$ cat src/logic/stc_pkg.sv
// stc_pkg: register map, field positions and reset values of the
// start-pattern, transmitter and clock-output configuration bank.
// assumes a 32-bit ahb-lite bus with one register per aligned word.
package stc_pkg;
    // register indices; the byte address is four times the index
    localparam logic [5:0] IDX_RX_CFG     = 6'h12;  // receive config (pattern control)
    localparam logic [5:0] IDX_PAT_FIRST  = 6'h16;  // start pattern byte sent first
    localparam logic [5:0] IDX_PAT_SECOND = 6'h17;  // start pattern byte sent second
    localparam logic [5:0] IDX_PAT_THIRD  = 6'h18;  // start pattern byte sent third
    localparam logic [5:0] IDX_PAT_LAST   = 6'h19;  // start pattern byte sent last
    localparam logic [5:0] IDX_TX_CFG     = 6'h1a;  // transmitter config
    localparam logic [5:0] IDX_OSC_CFG    = 6'h1b;  // clock output config

    // reset values
    localparam logic [7:0] RST_RX_CFG  = 8'h18;     // 4 pattern bytes, detect off
    localparam logic [7:0] RST_PAT     = 8'h00;     // pattern bytes
    localparam logic [7:0] RST_TX_CFG  = 8'h70;     // cutoff code 0111, power 000
    localparam logic [7:0] RST_OSC_CFG = 8'hbc;     // clkout on, divider 01111

    // writable bit masks; unused bits read back zero
    localparam logic [7:0] MASK_RX_CFG  = 8'h3e;    // bits 5..1
    localparam logic [7:0] MASK_TX_CFG  = 8'hfe;    // bit 0 unused
    localparam logic [7:0] MASK_OSC_CFG = 8'hfc;    // bits 1..0 unused

    // field positions
    localparam int RX_RECOG_BIT   = 5;              // pattern detection enable
    localparam int RX_SIZE_LSB    = 3;              // pattern_byte_count, 2 bits
    localparam int RX_TOL_LSB     = 1;              // bit error tolerance, 2 bits
    localparam int TX_CUTOFF_LSB  = 4;              // tx_filter_cutoff_code, 4 bits
    localparam int TX_POWER_LSB   = 1;              // output power code, 3 bits
    localparam int OSC_EN_BIT     = 7;              // clock output enable
    localparam int OSC_DIV_LSB    = 2;              // divider value m, 5 bits

    // ahb-lite encodings
    localparam logic [1:0] HTRANS_NONSEQ = 2'b10;   // single transfer
    localparam logic [1:0] HTRANS_SEQ    = 2'b11;   // burst beat
    localparam logic [2:0] HSIZE_WORD    = 3'b010;  // 32-bit access
    localparam logic       HRESP_OKAY    = 1'b0;    // only answer given

    // pattern transmit sequencer states, gray along idle -> send
    typedef enum logic [0:0] {
        STC_IDLE = 1'b0,                            // waiting for a start request
        STC_SEND = 1'b1                             // shifting pattern bits out
    } stc_tx_state_t;
endpackage

$ cat src/logic/stc_clk_div.sv
// stc_clk_div: divides the crystal clock by 2*m for the buffered clock
// output. assumes hclk is the crystal clock; ce freezes the divider.
`timescale 1ns/100ps
module stc_clk_div #(
    parameter int DIV_W = 5                         // width of divider value m
) (
    input  wire logic             hclk,             // crystal clock
    input  wire logic             hresetn,          // async reset, active low
    input  wire logic             ce,               // clock enable
    input  wire logic [DIV_W-1:0] div_m,            // half period in crystal cycles
    output logic                  clk_div_q         // divided clock, from flop
);
    logic [DIV_W-1:0] cnt_q;                        // cycles spent in this half
    logic [DIV_W-1:0] cnt_d;                        // next count
    logic             wrap;                         // half period ends now

    if (DIV_W < 1)
    begin : g_chk
        $error("stc_clk_div: DIV_W must be at least 1");
    end

    // a half period is m cycles, so a full period is 2*m
    assign wrap  = (cnt_q >= div_m - DIV_W'(1));
    assign cnt_d = wrap ? '0 : cnt_q + DIV_W'(1);

    // count and toggle; a divider change applies to the half period already in progress
    always_ff @(posedge hclk or negedge hresetn)
    begin
        if (!hresetn)
        begin
            cnt_q     <= '0;
            clk_div_q <= 1'b0;
        end
        else if (ce)
        begin
            cnt_q <= cnt_d;
            if (wrap)
                clk_div_q <= ~clk_div_q;
        end
    end
endmodule

$ cat src/logic/stc_regs.sv
// stc_regs: start pattern, transmitter and clock output configuration
// bank with ahb-lite register access, pattern sender and detector.
// assumes hclk is the crystal clock and the modem paces bits by strobes.
//
// The AHB-Lite interface to the registers was decided locally.
`timescale 1ns/100ps

// How it works
// - send pattern bytes first register first
// - cutoff code sits in bits 7..4
// - power code bits 3..1, 000 strongest
// - clock output only when enable bit set
// - output clock is crystal over 2*m
// - divider zero passes crystal clock through
// - size field picks one to four bytes
// - detect pattern only when recognition enabled
// - accept pattern within tolerated bit errors
module stc_regs #(
    parameter int DIV_W = 5                         // clock divider field width
) (
    input  wire logic        hclk,                  // crystal derived clock
    input  wire logic        hresetn,               // async reset, active low
    input  wire logic        ce,                    // clock enable, freezes all state

    input  wire logic        hsel,                  // slave select
    input  wire logic [31:0] haddr,                 // byte address
    input  wire logic [1:0]  htrans,                // transfer type
    input  wire logic        hwrite,                // write when high
    input  wire logic [2:0]  hsize,                 // transfer size
    input  wire logic [31:0] hwdata,                // write data
    input  wire logic        hready,                // bus ready in
    output logic             hreadyout,             // slave ready out
    output logic             hresp,                 // response, always okay
    output logic [31:0]      hrdata,                // read data

    input  wire logic        tx_start,              // request to send the pattern
    input  wire logic        tx_bit_req,            // modem wants the next bit
    output logic             tx_bit_q,              // current pattern bit
    output logic             tx_busy_q,             // pattern being sent

    input  wire logic        rx_bit,                // received data bit
    input  wire logic        rx_bit_valid,          // rx_bit is new this cycle
    output logic             pattern_found_q,       // one-cycle detect pulse

    output logic [3:0]       tx_filter_cutoff_code, // filter cutoff code k
    output logic [2:0]       tx_power_code,         // output power code
    output logic             clkout,                // buffered clock output
    output logic             clkout_en              // clock output pin enable
);
    // configuration registers
    logic [7:0]  rx_cfg_q;                          // receive pattern control
    logic [7:0]  pat_q [4];                         // pattern bytes, send order
    logic [7:0]  tx_cfg_q;                          // transmitter config
    logic [7:0]  osc_cfg_q;                         // clock output config

    // ahb data phase bookkeeping
    logic        wr_pend_q;                         // write data expected
    logic [5:0]  wr_idx_q;                          // index of pending write
    logic [31:0] hrdata_q;                          // registered read data

    // pattern sender
    stc_pkg::stc_tx_state_t tx_state_q;             // sender state
    logic [31:0] tx_shift_q;                        // bits still to send, msb first
    logic [5:0]  tx_left_q;                         // bits left to send

    // pattern detector
    logic [31:0] rx_shift_q;                        // last 32 received bits
    logic [5:0]  rx_fill_q;                         // bits seen, saturating

    // registered outputs
    logic        clkout_q;                          // gated divided clock
    logic        bypass_q;                          // divider zero, pass crystal
    logic        clkout_en_q;                       // pin enable

    // decode wires
    wire         addr_phase = hsel && hready && htrans[1];
    wire  [5:0]  addr_idx   = haddr[7:2];
    wire         word_ok    = (haddr[31:8] == '0) && (haddr[1:0] == 2'b00);
    wire  [1:0]  pat_size   = rx_cfg_q[stc_pkg::RX_SIZE_LSB +: 2];
    wire  [1:0]  pat_tol    = rx_cfg_q[stc_pkg::RX_TOL_LSB +: 2];
    wire         recog_en   = rx_cfg_q[stc_pkg::RX_RECOG_BIT];
    wire  [DIV_W-1:0] div_m = osc_cfg_q[stc_pkg::OSC_DIV_LSB +: DIV_W];
    wire         div_clk;                           // divided crystal clock
    wire  [31:0] pat_word   = {pat_q[0], pat_q[1], pat_q[2], pat_q[3]};
    wire  [5:0]  pat_bits   = {pat_size, 3'b000} + 6'd8;

    if (DIV_W < 1 || DIV_W > 6)
    begin : g_chk
        $error("stc_regs: DIV_W must fit bits 7..2 of the clock config");
    end

    // read value of a register index; unmapped indices read zero
    function automatic logic [7:0] reg_read(input logic [5:0] idx);
        case (idx)
            stc_pkg::IDX_RX_CFG:     reg_read = rx_cfg_q;
            stc_pkg::IDX_PAT_FIRST:  reg_read = pat_q[0];
            stc_pkg::IDX_PAT_SECOND: reg_read = pat_q[1];
            stc_pkg::IDX_PAT_THIRD:  reg_read = pat_q[2];
            stc_pkg::IDX_PAT_LAST:   reg_read = pat_q[3];
            stc_pkg::IDX_TX_CFG:     reg_read = tx_cfg_q;
            stc_pkg::IDX_OSC_CFG:    reg_read = osc_cfg_q;
            default:                 reg_read = 8'h00;
        endcase
    endfunction

    // count of ones in a 32-bit word
    function automatic logic [5:0] ones(input logic [31:0] v);
        logic [5:0] n;
        n = '0;
        for (int i = 0; i < 32; i++)
            n = n + {5'b00000, v[i]};
        ones = n;
    endfunction

    // pattern compare: the first byte is the oldest of the window
    wire  [4:0]  pat_shift  = 5'd24 - {pat_size, 3'b000};
    wire  [31:0] exp_word   = pat_word >> pat_shift;
    wire  [31:0] cmp_mask   = 32'hffff_ffff >> pat_shift;
    wire  [31:0] rx_next    = {rx_shift_q[30:0], rx_bit};
    wire  [5:0]  bit_errs   = ones((rx_next ^ exp_word) & cmp_mask);
    wire         enough     = (rx_fill_q + 6'd1) >= pat_bits;
    wire         match      = recog_en && rx_bit_valid && enough
                              && (bit_errs <= {4'b0000, pat_tol});

    // ahb data phase: capture write target, read data straight out
    always_ff @(posedge hclk or negedge hresetn)
    begin
        if (!hresetn)
        begin
            wr_pend_q <= 1'b0;
            wr_idx_q  <= '0;
            hrdata_q  <= '0;
        end
        else if (ce && hready)
        begin
            // unaligned or out-of-range words behave as unmapped
            wr_pend_q <= addr_phase && hwrite && word_ok;
            wr_idx_q  <= addr_idx;
            // read value sampled at the address phase, so a read right
            // after a write to the same word sees the old value
            hrdata_q  <= (addr_phase && !hwrite && word_ok)
                         ? {24'h000000, reg_read(addr_idx)} : '0;
        end
    end

    // register writes during the data phase
    always_ff @(posedge hclk or negedge hresetn)
    begin
        if (!hresetn)
        begin
            rx_cfg_q  <= stc_pkg::RST_RX_CFG;
            pat_q[0]  <= stc_pkg::RST_PAT;
            pat_q[1]  <= stc_pkg::RST_PAT;
            pat_q[2]  <= stc_pkg::RST_PAT;
            pat_q[3]  <= stc_pkg::RST_PAT;
            tx_cfg_q  <= stc_pkg::RST_TX_CFG;
            osc_cfg_q <= stc_pkg::RST_OSC_CFG;
        end
        else if (ce && wr_pend_q)
        begin
            case (wr_idx_q)
                stc_pkg::IDX_RX_CFG:     rx_cfg_q  <= hwdata[7:0] & stc_pkg::MASK_RX_CFG;
                stc_pkg::IDX_PAT_FIRST:  pat_q[0]  <= hwdata[7:0];
                stc_pkg::IDX_PAT_SECOND: pat_q[1]  <= hwdata[7:0];
                stc_pkg::IDX_PAT_THIRD:  pat_q[2]  <= hwdata[7:0];
                stc_pkg::IDX_PAT_LAST:   pat_q[3]  <= hwdata[7:0];
                stc_pkg::IDX_TX_CFG:     tx_cfg_q  <= hwdata[7:0] & stc_pkg::MASK_TX_CFG;
                stc_pkg::IDX_OSC_CFG:    osc_cfg_q <= hwdata[7:0] & stc_pkg::MASK_OSC_CFG;
                default:                 ;
            endcase
        end
    end

    // pattern sender: one bit per modem strobe
    always_ff @(posedge hclk or negedge hresetn)
    begin
        if (!hresetn)
        begin
            tx_state_q <= stc_pkg::STC_IDLE;
            tx_shift_q <= '0;
            tx_left_q  <= '0;
            tx_bit_q   <= 1'b0;
            tx_busy_q  <= 1'b0;
        end
        else if (ce)
        begin
            case (tx_state_q)
                stc_pkg::STC_IDLE:
                begin
                    if (tx_start)
                    begin
                        tx_shift_q <= {pat_word[30:0], 1'b0};
                        tx_bit_q   <= pat_word[31];
                        tx_left_q  <= pat_bits;
                        tx_busy_q  <= 1'b1;
                        tx_state_q <= stc_pkg::STC_SEND;
                    end
                end
                stc_pkg::STC_SEND:
                begin
                    // the strobe consumes the bit on tx_bit_q
                    if (tx_bit_req)
                    begin
                        if (tx_left_q == 6'd1)
                        begin
                            tx_busy_q  <= 1'b0;
                            tx_bit_q   <= 1'b0;
                            tx_state_q <= stc_pkg::STC_IDLE;
                        end
                        else
                        begin
                            tx_bit_q   <= tx_shift_q[31];
                            tx_shift_q <= {tx_shift_q[30:0], 1'b0};
                        end
                        tx_left_q <= tx_left_q - 6'd1;
                    end
                end
                default:
                    tx_state_q <= stc_pkg::STC_IDLE;
            endcase
        end
    end

    // pattern detector: sliding window over the received stream
    always_ff @(posedge hclk or negedge hresetn)
    begin
        if (!hresetn)
        begin
            rx_shift_q      <= '0;
            rx_fill_q       <= '0;
            pattern_found_q <= 1'b0;
        end
        else if (ce)
        begin
            pattern_found_q <= match;
            if (!recog_en)
                rx_fill_q <= '0;            // restart the window when off
            else if (rx_bit_valid)
            begin
                rx_shift_q <= rx_next;
                // a hit restarts the window so it is not reported twice
                if (match)
                    rx_fill_q <= '0;
                else if (rx_fill_q != 6'd32)
                    rx_fill_q <= rx_fill_q + 6'd1;
            end
        end
    end

    // clock output divider
    // crystal over two m
    stc_clk_div #(
        .DIV_W     (DIV_W)
    ) u_div (
        .hclk      (hclk),
        .hresetn   (hresetn),
        .ce        (ce),
        .div_m     (div_m),
        .clk_div_q (div_clk)
    );

    // output flops: config fields and clock output control
    always_ff @(posedge hclk or negedge hresetn)
    begin
        if (!hresetn)
        begin
            tx_filter_cutoff_code <= stc_pkg::RST_TX_CFG[stc_pkg::TX_CUTOFF_LSB +: 4];
            tx_power_code         <= stc_pkg::RST_TX_CFG[stc_pkg::TX_POWER_LSB +: 3];
            clkout_q              <= 1'b0;
            bypass_q              <= 1'b0;
            clkout_en_q           <= 1'b0;
        end
        else if (ce)
        begin
            tx_filter_cutoff_code <= tx_cfg_q[stc_pkg::TX_CUTOFF_LSB +: 4];

            tx_power_code         <= tx_cfg_q[stc_pkg::TX_POWER_LSB +: 3];

            clkout_en_q           <= osc_cfg_q[stc_pkg::OSC_EN_BIT];

            clkout_q              <= osc_cfg_q[stc_pkg::OSC_EN_BIT] & div_clk;

            bypass_q              <= osc_cfg_q[stc_pkg::OSC_EN_BIT] && (div_m == '0);
        end
    end

    // undivided crystal cannot come from a flop; bypass gates it instead
    assign clkout    = bypass_q ? hclk : clkout_q;
    assign clkout_en = clkout_en_q;
    assign hrdata    = hrdata_q;
    assign hreadyout = 1'b1;                        // no wait states ever
    assign hresp     = stc_pkg::HRESP_OKAY;
endmodule

$ cat config.mk
export PLATFORM = sky130hd
export DESIGN_NAME = stc_regs
export DESIGN_NICKNAME = d
export VERILOG_FILES = /design/src/logic/stc_pkg.sv /design/src/logic/stc_clk_div.sv /design/src/logic/stc_regs.sv
export SDC_FILE = /design/constraint.sdc
export NUM_CORES = 1
export LEC_CHECK = 0
export BUFFER_PORTS_ARGS = -buffer_cell sky130_fd_sc_hd__buf_2
export CELL_PAD_IN_SITES_DETAIL_PLACEMENT = 1
export CELL_PAD_IN_SITES_GLOBAL_PLACEMENT = 1
export CORE_MARGIN = 2
export CORE_UTILIZATION = 51
export CTS_BUF_LIST = sky130_fd_sc_hd__clkbuf_2 sky130_fd_sc_hd__clkbuf_4 sky130_fd_sc_hd__clkbuf_8
export CTS_CLUSTER_DIAMETER = 30
export DETAILED_ROUTE_END_ITERATION = 7
export PLACE_DENSITY_LB_ADDON = 0.1
export REMOVE_ABC_BUFFERS = 1
export SYNTH_ARGS = -nofsm -noshare
export SYNTH_HDL_FRONTEND = slang
export SYNTH_SLANG_ARGS = --single-unit
$ cat constraint.sdc
create_clock -name hclk -period 12.4 [get_ports hclk]
set_input_delay 0.62 -clock hclk [delete_from_list [all_inputs] [get_ports hclk]]
set_output_delay 0.62 -clock hclk [all_outputs]
set_load 0.02 [all_outputs]
# == Yosys cells after proc, flatten, opt, wreduce, memory -nomap -nowiden ==
# Index checks and enable logic that the tools add are counted.
# totals
register_bits,184
latchBits,0
ramBits,0
romBits,0
in_bits,79
elab_cells,151
n_memories,0
# op_classes
addsub,37
multipliers,0
n_div,0
magnitude_cmp,3
eq_ne,22
shift,2
mux,27
bitwise_logic,5
n_reduce_logical,30
# ops
operator,count
6-bit by 1-bit adder with 6-bit output,26
32-bit 2-to-1 mux,3
"6-bit by 5-bit == test with 1-bit output, second input constant",14
32-bit case mux with 2 select lines,1
8-bit case mux with 7 select lines,1
6-bit 2-to-1 mux,6
32-bit AND,1
32-bit by 5-bit right shift with 32-bit output,1
"32-bit by 5-bit right shift with 32-bit output, first input constant",1
32-bit XOR,1
24-bit zero test,1
2-bit AND reduction,8
1-bit logical AND,13
6-bit case mux with 2 select lines,1
1-bit 2-to-1 mux,10
3-bit AND reduction,3
8-bit 2-to-1 mux,1
"2-bit != test, second input constant",4
4-bit AND reduction,2
5-bit by 1-bit adder with 6-bit output,1
"5-bit by 4-bit adder with 6-bit output, second input constant",1
"6-bit by 1-bit adder with 6-bit output, second input constant",1
"6-bit by 1-bit == test with 1-bit output, second input constant",1
6-bit >= comparator,1
other kinds (20),23

# == Depth between registers and ports, before layout ==
# logic_depth
depth_word,40
mapped_depth,25
ltp_nobuf,23

# == Modules after synthesis ==
# From an unflattened synthesis, not the netlist that was laid out.
# unflattened
hier_cells,826
area_unflattened_um2,9226.3
# modules_own_cells
mod,n_inst,cells_per_inst,area_each_um2
stc_regs,1,781,8783.4
stc_clk_div,1,45,442.9

==> out/metrics.yaml <==
run_status:
  status: "completed"
synthesis:
  ys_ff_latch: 159
  yosysTopAreaCell: "dfrtp_1"
  synthTopCellsByArea: "dfrtp_1, mux2_2, mux2i_1"
  synth_warnings: 0
  ys_seq_area_share_pct: 43.6
  synth_area_mm2: 0.00917
  synth_top_area_share_pct: 39.8
  ys_types: 60
  ys_async_sr_fraction_pct: 100
  synth_cells: 859
  syn_area_per_cell_um2: 10.7
  synth_edf_count: 0
  synth_top_flop_cell: "dfrtp_1"
worst_setup_path:
  critPathCaptureType: "register"
  cp-start-kind: "register"
  required_ps: 12850
  critical-path-slowest-cell: "dfstp_2"
  cp_num_cells: 22
  cpPeakStageDelay_ps: 940
  crit_top_cell: "fa_1"
  worstSetupPathType: "reg2reg"
  crit_buf_inv: 4
  crit_chain: "clkinv_1 > nor2_1 > nand2_1 > xnor2_1 > nand2_1 > fa_1 > fa_1 > inv_1 > fa_1 > fa_1 > fa_1 > fa_1 > ha_1 > inv_1 > fa_1 > inv_1 > ha_1 > nor2b_1 > o21ai_0 > nand4_1 > o21ba_2 > a22o_1"
  path_max_fanout: 28
  cp.arrival_ps: 8590
  r2r_cells: 22
  path_delay_family: "adder cells"
global_routing:
  overflow: 0
  grt_max_degree: 85
  antenna_found_initial: 0
  grt_pass1_wl_mm: 39.9
  grt.total_usage_pct: 27.1
  grt_pass1_vias: 7298
run:
  drv_cap: 0
timing:
  rsz0062_at_grt: "false"
  clock.fmax_mhz: 123
  setup_tns_ps: 0
  slew_headroom_pct: 26.4
  hold_viol: 0
  min_period_ps: 8140
  setup_viol: 0
  setup_ws_ps: 4260
  drv_slew: 0
  timing.final.crit_share_pct: 65.6
  fin_skew_ps: 18.7
  worst_slew_pin_slew_ps: 1100
route:
  first_pass_iters: 5
  wl_per_cell_um: 21.4
  antenna_left: 0
  drtIter0Drc: 452
  totalWireLength_mm: 24.8
  via_per_inst: 5.79
  drc: 0
  vias: 6692
clocking:
  cts_tree: "done"
  worstSkewPairLatency_ps: 580
  path_clk_slew_ps: 100
  cts_hold_buffers: 0
  postCtsSetupBuffers: 0
  cts-resized-gates: 0
final_layout:
  diodes: 0
  final_nets: 1043
  stdcell_count: 1156
  syn_to_final_growth_pct: 9.36
  fin_util_pct: 56.4
  final_common_cell: "dfrtp_1"
  final_cell_mix: "dfrtp_1, mux2_2, nand2_1"
  drive_gt1_share_pct: 24.5
hold_path:
  hp-class: "in2async"
placed_design:
  portBuffers: 70
  dp_cells: 1121
  dp_slack_ps: 4310
  routabilityCongestion: 0.845
  hpwl_mm: 17.8
pwr:
  p_per_area_mw_per_mm2: 137
  p_leak_uw: 0.00503
  ir_drop_uv: 160
floorplan:
  die_y_um: 138
  dieArea_mm2: 0.0191
  start_util_pct: 51.6
  coreArea_mm2: 0.0178
  num_io_pins: 125
  num_rows: 49
  fp.dieW_um: 138
## area by class of cell
| type | count | area (µm²) |
|---|---|---|
| Timing Repair Buffer | 72 | 374 |
| Fill cell | 1965 | 7750 |
| Tap cell | 229 | 287 |
| Clock inverter | 14 | 155 |
| Sequential cell | 159 | 4000 |
| Inverter | 48 | 180 |
| Clock buffer | 22 | 288 |
| Multi-Input combinational cell | 612 | 4750 |
## report_power, final
group	switching [µW]	total, µW	internal [µW]
sequential	82.1	674	592
combinational	153	276	123
clock	216	422	205
total	452	1370	920
## layer usage
layer	GRT usage, %	share of wire [%]	routed length [µm]
met5	0	0	0
met1	34.6	42	10300
met3	5.92	5.0	1230
met4	12.1	3.5	855
met2	44.5	50	12400
## final timing paths
| path | startpoint | endpoint | slack, ps |
|---|---|---|---|
| max | rx_cfg_q[3] | rx_fill_q[0] | 4260 |
| min | hresetn | u_div.clk_div_q | 60 |
| max reg2reg | rx_cfg_q[3] | rx_fill_q[0] | 4260 |
| min reg2reg | u_div.clk_div_q | u_div.clk_div_q | 500 |
| max in group asynchronous | hresetn | tx_state_q | 10830 |
| min in group hclk | hwrite | wr_pend_q | 310 |
## registers in the layout (all words and copies together), names as in the netlist, 3 cells and up
signal,count
rx_cfg_q,5
tx_filter_cutoff_code,4
tx_left_q,6
tx_power_code,3
pat_q,32
tx_shift_q,31
tx_cfg_q,7
rx_shift_q,31
rx_fill_q,6
hrdata,8
osc_cfg_q,6
wr_idx_q,6
u_div.cnt_q,5
## per-stage QoR
stage / hold WS (ps) / cell area, µm² / power (µW)
final: 58.9 / 10000 / 1370
after global routing: 108 / 10000 / 1450
after CTS: 91.3 / 10000 / 1380
after detailed placement: 469 / 9590 / 958
after global placement: 472 / 9590 / 931
after floorplan: 324 / 8910 / 865
## logic make-up after synthesis
| group | synth area share (%) |
|---|---|
| buf+inv | 5.76 |
| simple gates | 11.2 |
| other cells | 0.0819 |
| flops | 43.6 |
| xor+xnor | 3.82 |
| mux | 17.4 |
| compound gates | 9.33 |
| fa+ha+maj | 8.79 |
## cells in the mapped netlist (3+ instances only)
master     instances
nor2b_1            7
nand3_1           18
mux2_2            94
mux2i_1           54
xor2_1            10
a21oi_1           42
nand2_1           74
o211ai_1           3
ha_1              26
o21ai_0           33
a222oi_1           3
dfrtp_1          146
o2bb2ai_1          5
buf_2              5
buf_4             27
a22oi_1            7
a221oi_1           5
nand4_1            3
a22o_1            10
nand2b_1           5
inv_1             46
a21o_1             4
nor2_1            63
xnor2_1           30
clkbuf_1          24
a211oi_1           4
fa_1              24
nor4_1            11
nor3_1            14
dfstp_2           13
buf_1              8
o22ai_1            4
(Power assumes the default switching activity.)
